File: src/core/bitskip_regs.svh
// Constants for the bit-operation and conditional-skip execution unit.
// Assumes one 250 MHz clock; included by bare name from core files.
// How it works
// - Bit clear on I/O drives only bit n low
// - Bit set on I/O drives only bit n high
// - Exchange I/O bit n with carry in one instruction
// - Output pin bit receives the old carry
// - Input pin level is loaded into carry
// - Carry is bit 1 of flag register
// - Bit clear on memory clears only bit n
// - Bit set on memory sets only bit n
// - Bit set, clear, test keep all flags unless set or clear targets the flag register
// - Equal compare skips next when equal
// - Unequal compare skips next when different
// - Compares set flags like subtraction, no writeback
// - I/O test-low skips when bit is zero
// - I/O test-high skips when bit is one
// - Memory test-low skips when bit is zero
// - Memory test-high skips when bit is one
// - Increment working register, flags, skip on zero
`ifndef BITSKIP_REGS_SVH
`define BITSKIP_REGS_SVH

// I/O space map
`define BSK_IO_FLAG       8'h00
`define BSK_IO_PORT_DATA  8'h10
`define BSK_IO_PORT_DIR   8'h11

// Flag register bit positions
`define BSK_FLAG_Z        0
`define BSK_FLAG_C        1
`define BSK_FLAG_AC       2
`define BSK_FLAG_OV       3

// Reset values
`define BSK_RST_FLAGS     4'h0
`define BSK_RST_WREG      8'h00
`define BSK_RST_PORT_DATA 8'h00
`define BSK_RST_PORT_DIR  8'h00

`endif

File: src/core/bitskip_pkg.sv
// Types shared by the bit-operation and conditional-skip execution unit.
// Assumes nothing of its surroundings.
package bitskip_pkg;

    typedef enum logic [4:0] {
        OP_NOP,
        OP_BIT_CLEAR_IO,
        OP_BIT_SET_IO,
        OP_SWAP_CARRY_IO,
        OP_BIT_CLEAR_MEM,
        OP_BIT_SET_MEM,
        OP_CEQ_SKIP_IMM,
        OP_CEQ_SKIP_MEM,
        OP_CNE_SKIP_IMM,
        OP_CNE_SKIP_MEM,
        OP_TEST_LOW_SKIP_IO,
        OP_TEST_HIGH_SKIP_IO,
        OP_TEST_LOW_SKIP_MEM,
        OP_TEST_HIGH_SKIP_MEM,
        OP_INC_ZERO_SKIP,
        OP_MOV_IMM,
        OP_WRITE_IO,
        OP_WRITE_MEM,
        OP_READ_IO,
        OP_READ_MEM
    } op_t;

endpackage

File: src/core/bitskip_exec.sv
// Execution unit for single-bit and conditional-skip instructions.
// Assumes one instruction per i_valid cycle, decoded fields on plain ports,
// and port pins that are asynchronous to i_clk.
// Data memory is not reset; write a byte before reading it.
`timescale 1ns/1ps
`include "bitskip_regs.svh"
module bitskip_exec
    import bitskip_pkg::*;
#(
    parameter int MEM_DEPTH = 64
) (
    input  wire logic       i_clk,               // System clock, 250 MHz
    input  wire logic       i_resetn,            // Async reset, active low
    input  wire logic       i_valid,             // Instruction present
    input  wire op_t        i_op,                // Instruction code
    input  wire logic [7:0] i_addr,              // I/O or memory address
    input  wire logic [2:0] i_bit,               // Selected bit n
    input  wire logic [7:0] i_imm,               // Immediate operand
    input  wire logic [7:0] i_pins,              // Port pin levels
    output logic      [7:0] o_working_register,  // Working register
    output logic      [3:0] o_flags,             // OV, AC, C, Z
    output logic      [7:0] o_port_out,          // Port output latch
    output logic      [7:0] o_port_oe,           // Port direction, 1 drives
    output logic            o_skip_pending,      // Next instruction cancelled
    output logic            o_retired,           // Instruction executed
    output logic            o_cancelled,         // Instruction skipped
    output logic      [7:0] o_read_data          // Read result
);
    localparam int MEM_AW = $clog2(MEM_DEPTH);

    logic [7:0]  mem_q [MEM_DEPTH];
    logic [7:0]  pins_sync;
    logic [3:0]  flags_q;
    logic [3:0]  flags_d;
    logic [7:0]  wreg_q;
    logic [7:0]  wreg_d;
    logic [7:0]  port_data_q;
    logic [7:0]  port_data_d;
    logic [7:0]  port_dir_q;
    logic [7:0]  port_dir_d;
    logic        skip_q;
    logic        skip_d;
    logic        exec;
    logic [7:0]  mask;
    logic [7:0]  io_view;
    logic [7:0]  io_latch;
    logic [7:0]  io_wdata;
    logic        io_wen;
    logic [7:0]  mem_rd;
    logic [7:0]  mem_wdata;
    logic        mem_wen;
    logic [7:0]  read_d;
    logic        read_en;
    logic        arith_inc;
    logic [7:0]  arith_b;
    logic [7:0]  arith_res;
    logic        arith_z;
    logic        arith_c;
    logic        arith_ac;
    logic        arith_ov;
    logic [MEM_AW-1:0] mem_idx;

    // Value that software sees when it reads an I/O address
    function automatic logic [7:0] io_read(input logic [7:0] addr,
                                            input logic [3:0] flags,
                                            input logic [7:0] data,
                                            input logic [7:0] dir,
                                            input logic [7:0] pins);
        logic [7:0] val;
        val = 8'h00;
        case (addr)
            `BSK_IO_FLAG:      val = {4'h0, flags};
            `BSK_IO_PORT_DATA: val = (data & dir) | (pins & ~dir);
            `BSK_IO_PORT_DIR:  val = dir;
            default:           val = 8'h00;
        endcase
        return val;
    endfunction

    // One-hot mask for bit n
    function automatic logic [7:0] bit_mask(input logic [2:0] n);
        return 8'h01 << n;
    endfunction

    // Compares whose operand comes from data memory
    function automatic logic is_mem_compare(input op_t op);
        return (op == OP_CEQ_SKIP_MEM) || (op == OP_CNE_SKIP_MEM);
    endfunction

    // Pins are asynchronous: two flops before any logic reads them
    bitskip_pin_sync #(
        .WIDTH (8)
    ) u_pin_sync (
        .i_clk    (i_clk),
        .i_resetn (i_resetn),
        .i_pins   (i_pins),
        .o_pins   (pins_sync)
    );

    // One subtractor serves compares; increment ignores the operand
    bitskip_arith u_arith (
        .i_inc    (arith_inc),
        .i_a      (wreg_q),
        .i_b      (arith_b),
        .o_result (arith_res),
        .o_zero   (arith_z),
        .o_carry  (arith_c),
        .o_half   (arith_ac),
        .o_range  (arith_ov)
    );

    // A pending skip swallows the next valid instruction
    assign exec    = i_valid & ~skip_q;
    assign mask    = bit_mask(i_bit);
    // Combinational memory read keeps read-modify-write in one cycle
    assign mem_idx = i_addr[MEM_AW-1:0];
    assign mem_rd  = mem_q[mem_idx];
    assign io_view = io_read(i_addr, flags_q, port_data_q, port_dir_q, pins_sync);

    // Read-modify-write base: port data uses its latch, not the pins
    assign io_latch = (i_addr == `BSK_IO_PORT_DATA) ? port_data_q : io_view;

    assign arith_inc = (i_op == OP_INC_ZERO_SKIP);
    assign arith_b   = is_mem_compare(i_op) ? mem_rd : i_imm;

    // Instruction decode
    always_comb begin
        io_wen    = 1'b0;
        io_wdata  = io_latch;
        mem_wen   = 1'b0;
        mem_wdata = mem_rd;
        wreg_d    = wreg_q;
        skip_d    = 1'b0;
        read_en   = 1'b0;
        read_d    = 8'h00;
        if (exec) begin
            case (i_op)
                OP_BIT_CLEAR_IO: begin
                    io_wen   = 1'b1;
                    io_wdata = io_latch & ~mask;
                end
                OP_BIT_SET_IO: begin
                    io_wen   = 1'b1;
                    io_wdata = io_latch | mask;
                end
                OP_SWAP_CARRY_IO: begin
                    io_wen   = 1'b1;
                    io_wdata = flags_q[`BSK_FLAG_C] ? (io_latch | mask)
                                                    : (io_latch & ~mask);
                end
                OP_BIT_CLEAR_MEM: begin
                    mem_wen   = 1'b1;
                    mem_wdata = mem_rd & ~mask;
                end
                OP_BIT_SET_MEM: begin
                    mem_wen   = 1'b1;
                    mem_wdata = mem_rd | mask;
                end
                OP_CEQ_SKIP_IMM,
                OP_CEQ_SKIP_MEM: begin
                    skip_d = arith_z;
                end
                OP_CNE_SKIP_IMM,
                OP_CNE_SKIP_MEM: begin
                    skip_d = ~arith_z;
                end
                OP_TEST_LOW_SKIP_IO: begin
                    skip_d = ~io_view[i_bit];
                end
                OP_TEST_HIGH_SKIP_IO: begin
                    skip_d = io_view[i_bit];
                end
                OP_TEST_LOW_SKIP_MEM: begin
                    skip_d = ~mem_rd[i_bit];
                end
                OP_TEST_HIGH_SKIP_MEM: begin
                    skip_d = mem_rd[i_bit];
                end
                OP_INC_ZERO_SKIP: begin
                    wreg_d = arith_res;
                    skip_d = arith_z;
                end
                OP_MOV_IMM: begin
                    wreg_d = i_imm;
                end
                OP_WRITE_IO: begin
                    io_wen   = 1'b1;
                    io_wdata = i_imm;
                end
                OP_WRITE_MEM: begin
                    mem_wen   = 1'b1;
                    mem_wdata = i_imm;
                end
                OP_READ_IO: begin
                    read_en = 1'b1;
                    read_d  = io_view;
                end
                OP_READ_MEM: begin
                    read_en = 1'b1;
                    read_d  = mem_rd;
                end
                default: begin
                    skip_d = 1'b0;
                end
            endcase
        end
    end

    // Next flag value; flag register is also an I/O location
    always_comb begin
        flags_d = flags_q;
        if (io_wen && i_addr == `BSK_IO_FLAG) begin
            flags_d = io_wdata[3:0];
        end
        if (exec) begin
            case (i_op)
                OP_SWAP_CARRY_IO: begin
                    // Readback is latch for outputs, pin for inputs
                    flags_d[`BSK_FLAG_C] = io_view[i_bit];
                end
                OP_CEQ_SKIP_IMM,
                OP_CEQ_SKIP_MEM,
                OP_CNE_SKIP_IMM,
                OP_CNE_SKIP_MEM,
                OP_INC_ZERO_SKIP: begin
                    flags_d[`BSK_FLAG_Z]  = arith_z;
                    flags_d[`BSK_FLAG_C]  = arith_c;
                    flags_d[`BSK_FLAG_AC] = arith_ac;
                    flags_d[`BSK_FLAG_OV] = arith_ov;
                end
                default: begin
                    flags_d = flags_d;
                end
            endcase
        end
    end

    // Port latch and direction writes
    always_comb begin
        port_data_d = port_data_q;
        port_dir_d  = port_dir_q;
        if (io_wen && i_addr == `BSK_IO_PORT_DATA) begin
            port_data_d = io_wdata;
        end
        if (io_wen && i_addr == `BSK_IO_PORT_DIR) begin
            port_dir_d = io_wdata;
        end
    end

    // Flag register; carry sits at bit 1
    always_ff @(posedge i_clk or negedge i_resetn) begin
        if (!i_resetn) begin
            flags_q <= `BSK_RST_FLAGS;
        end else begin
            flags_q <= flags_d;
        end
    end

    // Compares never write the working register
    always_ff @(posedge i_clk or negedge i_resetn) begin
        if (!i_resetn) begin
            wreg_q <= `BSK_RST_WREG;
        end else begin
            wreg_q <= wreg_d;
        end
    end

    // Direction resets to all inputs so no pin drives early
    always_ff @(posedge i_clk or negedge i_resetn) begin
        if (!i_resetn) begin
            port_data_q <= `BSK_RST_PORT_DATA;
            port_dir_q  <= `BSK_RST_PORT_DIR;
        end else begin
            port_data_q <= port_data_d;
            port_dir_q  <= port_dir_d;
        end
    end

    // Data memory, no reset
    always_ff @(posedge i_clk) begin
        if (mem_wen) begin
            mem_q[mem_idx] <= mem_wdata;
        end
    end

    // Skip lasts for exactly one following instruction
    always_ff @(posedge i_clk or negedge i_resetn) begin
        if (!i_resetn) begin
            skip_q <= 1'b0;
        end else if (i_valid) begin
            skip_q <= skip_d;
        end
    end

    // Top-level outputs mirror the next state so they stay registered
    always_ff @(posedge i_clk or negedge i_resetn) begin
        if (!i_resetn) begin
            o_working_register <= `BSK_RST_WREG;
            o_flags            <= `BSK_RST_FLAGS;
        end else begin
            o_working_register <= wreg_d;
            o_flags            <= flags_d;
        end
    end

    // Port pins follow the latch and direction
    always_ff @(posedge i_clk or negedge i_resetn) begin
        if (!i_resetn) begin
            o_port_out <= `BSK_RST_PORT_DATA;
            o_port_oe  <= `BSK_RST_PORT_DIR;
        end else begin
            o_port_out <= port_data_d;
            o_port_oe  <= port_dir_d;
        end
    end

    // Pending skip as seen from outside
    always_ff @(posedge i_clk or negedge i_resetn) begin
        if (!i_resetn) begin
            o_skip_pending <= 1'b0;
        end else begin
            o_skip_pending <= i_valid ? skip_d : skip_q;
        end
    end

    // Status pulses for one cycle after each valid instruction: retired if executed, cancelled if skipped
    always_ff @(posedge i_clk or negedge i_resetn) begin
        if (!i_resetn) begin
            o_retired   <= 1'b0;
            o_cancelled <= 1'b0;
        end else begin
            o_retired   <= exec;
            o_cancelled <= i_valid & skip_q;
        end
    end

    // Read result holds until the next read
    always_ff @(posedge i_clk or negedge i_resetn) begin
        if (!i_resetn) begin
            o_read_data <= 8'h00;
        end else if (read_en) begin
            o_read_data <= read_d;
        end
    end
endmodule // bitskip_exec

File: src/core/bitskip_pin_sync.sv
// Two-flop synchroniser for the port pin levels.
// Assumes pins are asynchronous to i_clk.
`timescale 1ns/1ps
module bitskip_pin_sync #(
    parameter int WIDTH = 8
) (
    input  wire logic             i_clk,    // System clock
    input  wire logic             i_resetn, // Async reset, active low
    input  wire logic [WIDTH-1:0] i_pins,   // Raw pin levels
    output logic      [WIDTH-1:0] o_pins    // Synchronised levels
);
    logic [WIDTH-1:0] meta_q;

    for (genvar g = 0; g < WIDTH; g++) begin : g_sync
        always_ff @(posedge i_clk or negedge i_resetn) begin
            if (!i_resetn) begin
                meta_q[g] <= 1'b0;
                o_pins[g] <= 1'b0;
            end else begin
                meta_q[g] <= i_pins[g];
                o_pins[g] <= meta_q[g];
            end
        end
    end
endmodule // bitskip_pin_sync

File: src/core/bitskip_arith.sv
// Eight-bit subtract or increment with the four arithmetic flags.
// Assumes a purely combinational use by the execution unit.
`timescale 1ns/1ps
module bitskip_arith (
    input  wire logic       i_inc,    // 1: a+1, 0: a-b
    input  wire logic [7:0] i_a,      // Working register value
    input  wire logic [7:0] i_b,      // Operand
    output logic      [7:0] o_result, // Result byte
    output logic            o_zero,   // Result is zero
    output logic            o_carry,  // Carry out or borrow
    output logic            o_half,   // Nibble carry or borrow
    output logic            o_range   // Signed overflow
);
    logic [8:0] full;
    logic [4:0] low;

    always_comb begin
        if (i_inc) begin
            full    = {1'b0, i_a} + 9'h001;
            low     = {1'b0, i_a[3:0]} + 5'h01;
            o_range = ~i_a[7] & full[7];
        end else begin
            full    = {1'b0, i_a} - {1'b0, i_b};
            low     = {1'b0, i_a[3:0]} - {1'b0, i_b[3:0]};
            o_range = (i_a[7] ^ i_b[7]) & (full[7] ^ i_a[7]);
        end
        o_result = full[7:0];
        o_zero   = (full[7:0] == 8'h00);
        o_carry  = full[8];
        o_half   = low[4];
    end
endmodule // bitskip_arith

File: config.mk
export PLATFORM = sky130hd
export DESIGN_NAME = bitskip_exec
export DESIGN_NICKNAME = d
export VERILOG_FILES = /design/src/core/bitskip_pkg.sv /design/src/core/bitskip_exec.sv /design/src/core/bitskip_pin_sync.sv /design/src/core/bitskip_arith.sv
export VERILOG_INCLUDE_DIRS = /design/src /design/src/core
export SDC_FILE = /design/constraint.sdc
export NUM_CORES = 1
export LEC_CHECK = 0
export BUFFER_PORTS_ARGS = -buffer_cell sky130_fd_sc_hd__buf_2
export CAP_MARGIN = 20
export CORE_AREA = 2 2 243 185
export DETAILED_ROUTE_END_ITERATION = 6
export DIE_AREA = 0 0 245 187
export GPL_TIMING_DRIVEN = 0
export PLACE_DENSITY = 0.72
export SKIP_CTS_REPAIR_TIMING = 1
export SLEW_MARGIN = 20
export SYNTH_ARGS = -nofsm -noshare
export SYNTH_HDL_FRONTEND = slang
export SYNTH_SLANG_ARGS = --single-unit
File: constraint.sdc
create_clock -name i_clk -period 4.17 [get_ports i_clk]
set_input_delay 0.417 -clock i_clk [delete_from_list [all_inputs] [get_ports i_clk]]
set_output_delay 0.417 -clock i_clk [all_outputs]
set_load 0.05 [all_outputs]
# Yosys cells after proc, flatten, opt, wreduce, memory -nomap -nowiden
# Memory sizes are Yosys's and may differ from the RTL's.
# Index checks and enable logic that the tools add are counted.
# totals
memories	1
elab_cells	120
ram_bits	512
reg_bits	55
# classes
magnitude_cmp	1
n_shift	1
muxes	34
add_sub_neg	4
reduce_logical	14
eq_ne	21
bitwise	20
# mem_list
name	words	width	rd	rd_ports_with_merged_regs	wr	line	text
mem_q	64	8	1	0	1	bitskip_exec.sv:31	logic [7:0] mem_q [MEM_DEPTH];
# ops
operator	n
$mux 8	6
$pmux 8 s3	2
$eq 5x4->1 const B	8
$and 8x8->8	4
$pmux 8 s2	2
$pmux 8 s4	1
$or 8x8->8	3
$eq 5x3->1 const B	4
$eq 5x5->1 const B	4
$eq 8x5->1 const B	2
$logic_not 8->1	2
$not 8->8	2
$mux 1	14
$eq 5x2->1 const B	2
$add 8x1->9 const B	1
$mux 9	1
$sub 8x8->9	1
$mux 4	2
$shl 1x3->8 const A	1
$bmux 1 s3	2
$pmux 1 s6	1
$reduce_or 3->1	2
$add 4x1->5 const B	1
$eq 5x1->1 const B	1
15 further kinds	26

# Depth between registers and ports, before layout
# Gate-level depths: netlist of run 1.
# logic_depth
ltp_word	12
depth_mapped	21

# By module
# Synthesis of run 1 repeated with hierarchy kept, for this count alone.
# hier_totals
hier_cells	1666
area_unflattened_um2	24456.0
# modules_own_cells
mod	cells_per_inst	area_each_um2	instances
bitskip_exec	1546	23302.3	1
bitskip_arith	104	753.2	1
bitskip_pin_sync	16	400.4	1

# Worst setup path after synthesis of run 1
# OpenSTA, ideal clock, no wires.
# synth_timing
kind	input -> register
start	in i_addr[0]
end	reg o_skip_pending
slack_ns	-0.471
path_stages	19
t_required_ns	4.030
arrival_ns	4.500
n_path_buf	3
cell_sequence	buf_6 -> buf_4 -> buf_4 -> mux4_2 -> a22oi_1 -> a21oi_1 -> nor4_4 -> nor2_1 -> a21oi_2 -> ha_1 -> nor2b_1 -> o2111a_1 -> o311ai_0 -> a21oi_1 -> a211o_1 -> nand4b_1 -> mux2_2 -> a211oi_1 -> o221ai_1
# synth_via
elab_chain_cells	9
word_cells_on_any_way	19
classes_between	add/sub: 1; eq/ne: 2; mux: 10; bitwise: 3; reduce/logical: 2; memory: 1
# synth_rtl
item	line	text
start: declaration	bitskip_exec.sv:16	input wire logic [7:0] i_addr,
$mem_v2 64x8	-	
$mux 8	bitskip_exec.sv:124	assign arith_b = is_mem_compare(i_op) ? mem_rd : i_imm;
$sub 8x8->9	bitskip_arith.sv:23	full = {1'b0, i_a} - {1'b0, i_b};
$mux 9	bitskip_arith.sv:18	if (i_inc) begin
$logic_not 8->1	bitskip_arith.sv:28	o_zero = (full[7:0] == 8'h00);
$not 1->1	bitskip_exec.sv:165	skip_d = ~arith_z;
$pmux 1 s6 (*)	bitskip_exec.sv:137	case (i_op)
$mux 1 (*)	bitskip_exec.sv:136	if (exec) begin
$mux 1 (*)	bitskip_exec.sv:322	o_skip_pending <= i_valid ? skip_d : skip_q;
end signal: assignment	bitskip_exec.sv:322	
end: declaration	bitskip_exec.sv:24	output logic o_skip_pending,
# Every way passes the cells marked *; elsewhere a longest branch is shown, timed or not. The select of a mux whose other input is x is not followed.
# A chain may end at the register's enable or synchronous reset.

# Worst setup path in the final report of run 1
# layout_timing
start	in i_addr[2]
end	reg o_skip_pending
# Same word-level chain as after synthesis.

==> results of run 1 <==
-- metal layers --
metal  wire length [um]  track usage, %
met5                  0               0
met3               9380            9.58
met2              31100            43.8
met1              28200            46.9
met4               2330            10.2
-- critical path: stages --
cell      delay [ns]
buf_2           0.19
buf_4           0.24
inv_2           0.33
buf_2           0.45
o21ai_0         0.24
a21oi_1         0.24
o21a_1          0.40
mux2i_4         0.15
ha_2            0.25
or2_2           0.30
o22ai_1         0.15
xor2_1          0.22
o21ai_0         0.17
nor3_1          0.22
nand4b_1        0.24
mux2_4          0.37
a211oi_2        0.16
o221ai_1        0.14
-- cells in the mapped netlist, drive strengths merged (6+ instances only) --
library cell	count
edfxtp	512
mux4	126
nor2	118
nand2	70
a21oi	65
dfrtp	55
buf	44
a22oi	41
clkbuf	38
o21ai	37
o22ai	29
nor3	27
mux2i	22
nand3	22
mux2	17
ha	16
inv	15
nand2b	15
nor2b	13
nor4	12
nand4	11
o21a	9
a211oi	8
a31oi	7
and3	7
nand4b	7
xnor2	7
and2	6
o221ai	6
-- power by group --
part / internal [uW] / total, uW / leakage, uW / switching, uW
clock network: 2770 / 4870 / 0.000834 / 2110
logic: 713 / 2010 / 0.00329 / 1300
registers: 6430 / 6540 / 0.00531 / 109
total: 9910 / 13400 / 0.00944 / 3510
-- sequential cells by signal, indices dropped and copies added, names as in the netlist --
signal,count
mem_q,512
o_cancelled,1
o_flags,4
o_port_oe,8
o_port_out,8
o_read_data,8
o_retired,1
o_skip_pending,1
o_working_register,8
u_pin_sync.meta_q,8
u_pin_sync.o_pins,8
-- final timing paths --
check / startpoint / to / slack, ns / cells after the start
setup / recovery: i_addr[2] / o_skip_pending / -0.27 / 18
hold / removal: i_valid / o_cancelled / 0.12 / 2
setup reg to reg: mem_q[55][5] / o_skip_pending / -0.21 / 15
hold reg to reg: u_pin_sync.meta_q[5] / u_pin_sync.o_pins[5] / 0.35 / 0
max in group asynchronous: i_resetn / o_flags[2] / 3.25 / 2
min in group asynchronous: i_resetn / o_working_register[7] / 0.43 / 2
-- cells in the final DEF, fill, tap and decap left out, types with 12 or more instances in the layout --
| master | count |
|---|---|
| mux2_2 | 16 |
| nor3_1 | 24 |
| a21oi_1 | 60 |
| buf_16 | 17 |
| buf_12 | 15 |
| nor2b_1 | 13 |
| nand2b_1 | 15 |
| ha_1 | 15 |
| a22oi_1 | 33 |
| clkinv_1 | 12 |
| buf_2 | 75 |
| mux2i_1 | 16 |
| dfrtp_1 | 55 |
| clkbuf_1 | 36 |
| mux4_2 | 126 |
| edfxtp_1 | 512 |
| buf_4 | 37 |
| inv_1 | 14 |
| nand2_1 | 70 |
| o21ai_0 | 34 |
| o22ai_1 | 21 |
| clkbuf_16 | 54 |
| nand3_1 | 21 |
| nor2_1 | 115 |
-- stage by stage --
step | cell area [sq um] | util, % | power [uW] | instances
after floorplan | 24100 | - | 7750 | 1432
after global placement | 25200 | 57.5 | 8340 | 2086
after detailed placement | 25700 | 58.7 | 8490 | 2103
after CTS | 27500 | 62.6 | 13300 | 2201
after global routing | 28300 | 64.5 | 13800 | 2244
final | 28300 | 64.5 | 13400 | 2244
-- final cells by class --
cell class                 count  area share (%)
timing repair buffer         129            4.04
buffer                        81            2.63
clock buffer                  67            4.98
inverter                      16           0.212
tap                          586            2.59
sequential                   567            59.2
multi-input combinational    767            25.2
clock inverter                31            1.17
-- cell families (layout without fill, tap and decap cells) --
| kind of cell | Yosys count | count (layout) | synth area share, % |
|---|---|---|---|
| AO/OA/AOI/OAI | 238 | 238 | 6.45 |
| XOR/XNOR | 12 | 12 | 0.437 |
| adder cells (fa/ha/maj) | 17 | 17 | 0.916 |
| buffers and inverters | 98 | 324 | 2.14 |
| flip-flops | 567 | 567 | 69.7 |
| multiplexers | 165 | 165 | 13.5 |
| AND/OR/NAND/NOR | 335 | 335 | 6.88 |
==> flow_summary_export.csv, run 1 <==
group,metric,value,unit
synthesis,netlist.area_leader.share,63.9,%
timing,hold_violations,0,
cts,ctsHtreeMaxLevel,2,
detailed_routing,ant_nets,0,
detailed_routing,vias,15200,
detailed_routing,totalWireLength,71000,um
finish,fillers,2998,
finish,seqCellArea,16800,sq um
synthesis,syn_area,24000,sq um
cts,cts.clk_slew.worst_paths,0.06,ns
die,start_util,54.9,%
detailed_routing,vias_per_cell,6.78,
grt,grt_overflow_total,0,
power,p_per_area,474,nW/um^2
timing,fmax,225,MHz
detailed_routing,first_pass_iters,5,
synthesis,synth_area_leaders,"edfxtp_1 64%, mux4_2 12%, dfrtp_1 5.7%",
setup_path,worstPathRequired,4.62,ns
die,die_h,187,um
finish,syn_to_final_growth,17.7,%
synthesis,async_flop_share,9.70,%
synthesis,synth_top_cell_by_area,"edfxtp_1",
finish,drive_above_1_share,27.4,%
cts,cts_tree,"built",
grt,grt_usage,31.2,%
grt,grt_max_degree,56,
synthesis,ys_ff_latch,567,
timing,fin_tns_setup,-0.271,ns
cts,cts_buffers,52,
setup_path,crit_type,"in2reg",
timing,max_slew_margin,29.8,%
grt,grt_pass1_wl,101000,um
detailed_routing,route.detailed.drc,0,
finish,multiInputGateArea,7130,sq um
detailed_routing,first_iter_violations,2787,
run_status,violations,"negative setup slack",
synthesis,synth-edff-count,512,
timing,final.setup.worst_slack,-0.271,ns
placed_design,pre_cts_slack,-2.13,ns
min_path,hold_class,"in2reg",
placed_design,hpwl,48400,um
die,core_region_area,43800,sq um
placed_design,port_buffers,68,
synthesis,syn_area_per_cell,16.8,sq um
synthesis,ys.flop_type,"edfxtp_1",
cts,clk_latency,0.61,ns
finish,final_nets,1666,
die,row_count,67,
die,ios,74,
timing,rsz0062_at_grt,"yes",
timing,layout_min_cycle_time,4.44,ns
timing,whs,0.124,ns
finish,antenna_cells,0,
cts,clock-root-buffer,"clkbuf_16",
die,die_w,245,um
flow_run,maxCapViolations,0,
detailed_routing,routedWlPerCell,31.6,um
cts,clockBufferDepth,3,
synthesis,syn_nets,1484,
die,die_area,45800,sq um
setup_path,cp-start-kind,"input port",
synthesis,postSynthCellCount,1432,
grt,grt_pass1_vias,14200,
power,power_leakage,0.00944,uW
timing,final_max_slew_viol_count,0,
placed_design,globalplace.congestion,0.981,
timing,min_period_over_period,107,%
synthesis,yosys_warnings,0,
timing,setup_viol_count_final,1,
setup_path,crit_fanout,10,
timing,worstMarginPinSlew,1.05,ns
setup_path,end_kind,"flop",
synthesis,ys_seq_area_share,69.7,%
grt,antenna_found_initial,2,
setup_path,worstPathArrival,4.89,ns
run_status,status,"finished, violations left",
synthesis,synth_cell_types,71,
power,vdd_drop_max,0.456,mV
timing,fin_worst_skew,0.0349,ns
cts,clock-sinks,567,
Note: power is estimated with default switching activity, not from simulation.
==> run 2: changes to the inputs <==
--- a/config.mk
+++ b/config.mk
@@ -6,11 +6,12 @@
 export SDC_FILE = /design/constraint.sdc
 export NUM_CORES = 1
 export LEC_CHECK = 0
+export ABC_AREA = 1
 export BUFFER_PORTS_ARGS = -buffer_cell sky130_fd_sc_hd__buf_2
 export CAP_MARGIN = 20
-export CORE_AREA = 2 2 243 185
+export CORE_AREA = 2 2 247 188
 export DETAILED_ROUTE_END_ITERATION = 6
-export DIE_AREA = 0 0 245 187
+export DIE_AREA = 0 0 249 190
 export GPL_TIMING_DRIVEN = 0
 export PLACE_DENSITY = 0.72
 export SKIP_CTS_REPAIR_TIMING = 1
==> flow_summary_export.csv, run 2 <==
group,metric,value,unit
setup_path,cp-start-kind,"input port",
synthesis,synth_top_cell_by_area,"edfxtp_1",
setup_path,worstPathRequired,4.67,ns
grt,grt_overflow_total,0,
setup_path,slowest_stage,"clkdlybuf4s15_1",
timing,worstMarginPinSlew,1.23,ns
setup_path,crit_type,"in2reg",
finish,fillers,3574,
synthesis,netlist.area_leader.share,61.7,%
timing,min_period_over_period,100,%
setup_path,max_stage_delay,0.71,ns
setup_path,crit_fanout,10,
grt,grt_pass1_vias,17600,
cts,clk_latency,0.64,ns
die,die_w,249,um
cts,cts.clk_slew.worst_paths,0.06,ns
synthesis,ys_seq_area_share,67.2,%
detailed_routing,first_pass_iters,7,
placed_design,globalplace.congestion,1.01,
synthesis,syn_nets,2418,
detailed_routing,vias,19200,
die,die_area,47300,sq um
synthesis,synth_cell_types,43,
finish,largest_reg_flops,512,
synthesis,syn_area,24900,sq um
detailed_routing,first_iter_violations,3342,
grt,antenna_found_initial,1,
synthesis,async_flop_share,9.70,%
finish,layout_commonest_cell,"nand2_1",
power,vdd_drop_max,0.395,mV
synthesis,ys_ff_latch,567,
synthesis,yosys_warnings,0,
timing,fmax,239,MHz
finish,most-common-layout-cells,"696 x nand2_1, 512 x edfxtp_1, 251 x nor2_1",
power,p_per_area,473,nW/um^2
detailed_routing,ant_nets,0,
timing,final.setup.worst_slack,-0.0162,ns
die,row_count,68,
synthesis,synth-edff-count,512,
grt,grt_pass1_wl,116000,um
setup_path,worstRegToRegCells,23,
detailed_routing,vias_per_cell,6.09,
finish,regMostFlops,"mem_q",
cts,ctsHtreeMaxLevel,2,
timing,layout_min_cycle_time,4.19,ns
cts,cts_tree,"built",
detailed_routing,routedWlPerCell,25.6,um
setup_path,rrSetupSlack,0.32,ns
timing,setup_viol_count_final,1,
cts,clock-sinks,567,
timing,whs,0.0234,ns
timing,final_max_slew_viol_count,0,
synthesis,postSynthCellCount,2366,
run_status,status,"finished, violations left",
placed_design,hpwl,54000,um
synthesis,yosysMostFrequentCell,"nand2_1",
synthesis,synth_commonest_cells,"697 x nand2_1, 512 x edfxtp_1, 252 x nor2_1",
detailed_routing,totalWireLength,80800,um
finish,drive_above_1_share,11.7,%
setup_path,end_kind,"flop",
power,power.total,13400,uW
timing,max_slew_margin,17.8,%
die,ios,74,
finish,final_nets,2573,
detailed_routing,route.detailed.drc,0,
die,die_h,190,um
run_status,violations,"negative setup slack",
grt,grt_max_degree,56,
setup_path,crit_path_frequent_cell,"nand2_1",
min_path,hold_class,"in2reg",
cts,clockBufferDepth,3,
timing,fin_worst_skew,0.0380,ns
die,start_util,55.2,%
die,core_region_area,45200,sq um
flow_run,maxCapViolations,0,
min_path,hold_depth,3,
finish,utilization,62.7,%
synthesis,synth_area_leaders,"edfxtp_1 62%, nand2_1 10%, dfrtp_1 5.5%",
power,power_leakage,0.0110,uW
cts,clock-root-buffer,"clkbuf_16",
setup_path,worstPathArrival,4.69,ns
timing,hold_violations,0,
grt,grt_usage,34.2,%
synthesis,syn_area_per_cell,10.5,sq um
synthesis,ys.flop_type,"edfxtp_1",
placed_design,port_buffers,67,
finish,syn_to_final_growth,13.7,%
cts,cts_buffers,53,
run 2: cell types whose count changed after synthesis, sizes merged, moves of 23 or more:
cell,change
a21oi,+23
buf,+31
inv,+159
mux4,-126
nand2,+628
nand3,+120
nor2,+146
o211ai,+39
o21ai,+140
o22ai,-26
run 2: per-stage QoR:
| step | setup slack [ns] | setup TNS (ns) | std cells | cell area, sq um |
|---|---|---|---|---|
| after floorplan | 0.123 | 0 | 2366 | 24900 |
| after global placement | -3.25 | -1461.98 | 3028 | 26000 |
| after detailed placement | -0.939 | -3.95 | 3051 | 26500 |
| after CTS | -0.314 | -0.314 | 3147 | 28100 |
| after global routing | -0.0805 | -0.0805 | 3157 | 28300 |
| final | -0.0162 | -0.0162 | 3159 | 28300 |
run 2: per-layer routing:
layer | vias up | part of all wire (%) | wire length, um | track usage (%)
met5 | - | 0.14 | 117 | 0
met4 | 2 | 4.3 | 3450 | 12.7
met3 | 256 | 15 | 11900 | 12.3
met2 | 1404 | 42 | 34200 | 50.2
met1 | 9170 | 39 | 31200 | 46.9
li1 | 8397 | - | - | -
run 2: layout make-up:
cell class	count	area [sq um]	area share, %
plain buffers	101	677	2.39
repair buffers	101	843	2.98
multi-input cells	1517	6970	24.6
well taps	595	744	2.63
diodes	2	5.00	0.0177
clock buffers	63	1360	4.81
clock inverters	33	295	1.04
inverters	180	683	2.41
flip-flops and latches	567	16800	59.1
run 2: cell families (layout without fill, tap and decap cells):
logic type | Yosys count | in the layout | synth area share (%)
mux | 6 | 6 | 0.261
flops | 567 | 567 | 67.2
fa+ha+maj | 17 | 17 | 0.884
other cells | 0 | 2 | 0
simple gates | 1145 | 1145 | 18.5
buf+inv | 282 | 478 | 5.19
xor+xnor | 8 | 8 | 0.281
compound gates | 341 | 341 | 7.64
run 2: worst paths after layout:
path	endpoint	from
max	o_skip_pending	i_addr[2]
min	o_cancelled	i_valid
max reg2reg	o_skip_pending	mem_q[12][5]
min reg2reg	u_pin_sync.o_pins[2]	u_pin_sync.meta_q[2]
max in group asynchronous	o_read_data[3]	i_resetn
min in group asynchronous	o_working_register[4]	i_resetn
run 2: worst max-delay path: cells and delay by family:
family                     cells  cell delay, ns
AOI/OAI and AO/OA              3            0.89
xor gates and xnor gates       1            0.17
adders and majority gates      1            0.36
buffers and inverters          3            0.91
muxes                          1            0.19
and+or+nand+nor               16            1.72
run 2: power breakdown:
part | switching, uW | internal, uW | leakage (uW)
Clock | 2200 | 2590 | 0.000807
Combinational | 1500 | 585 | 0.00489
Sequential | 97.7 | 6440 | 0.00530
Total | 3790 | 9610 | 0.0110
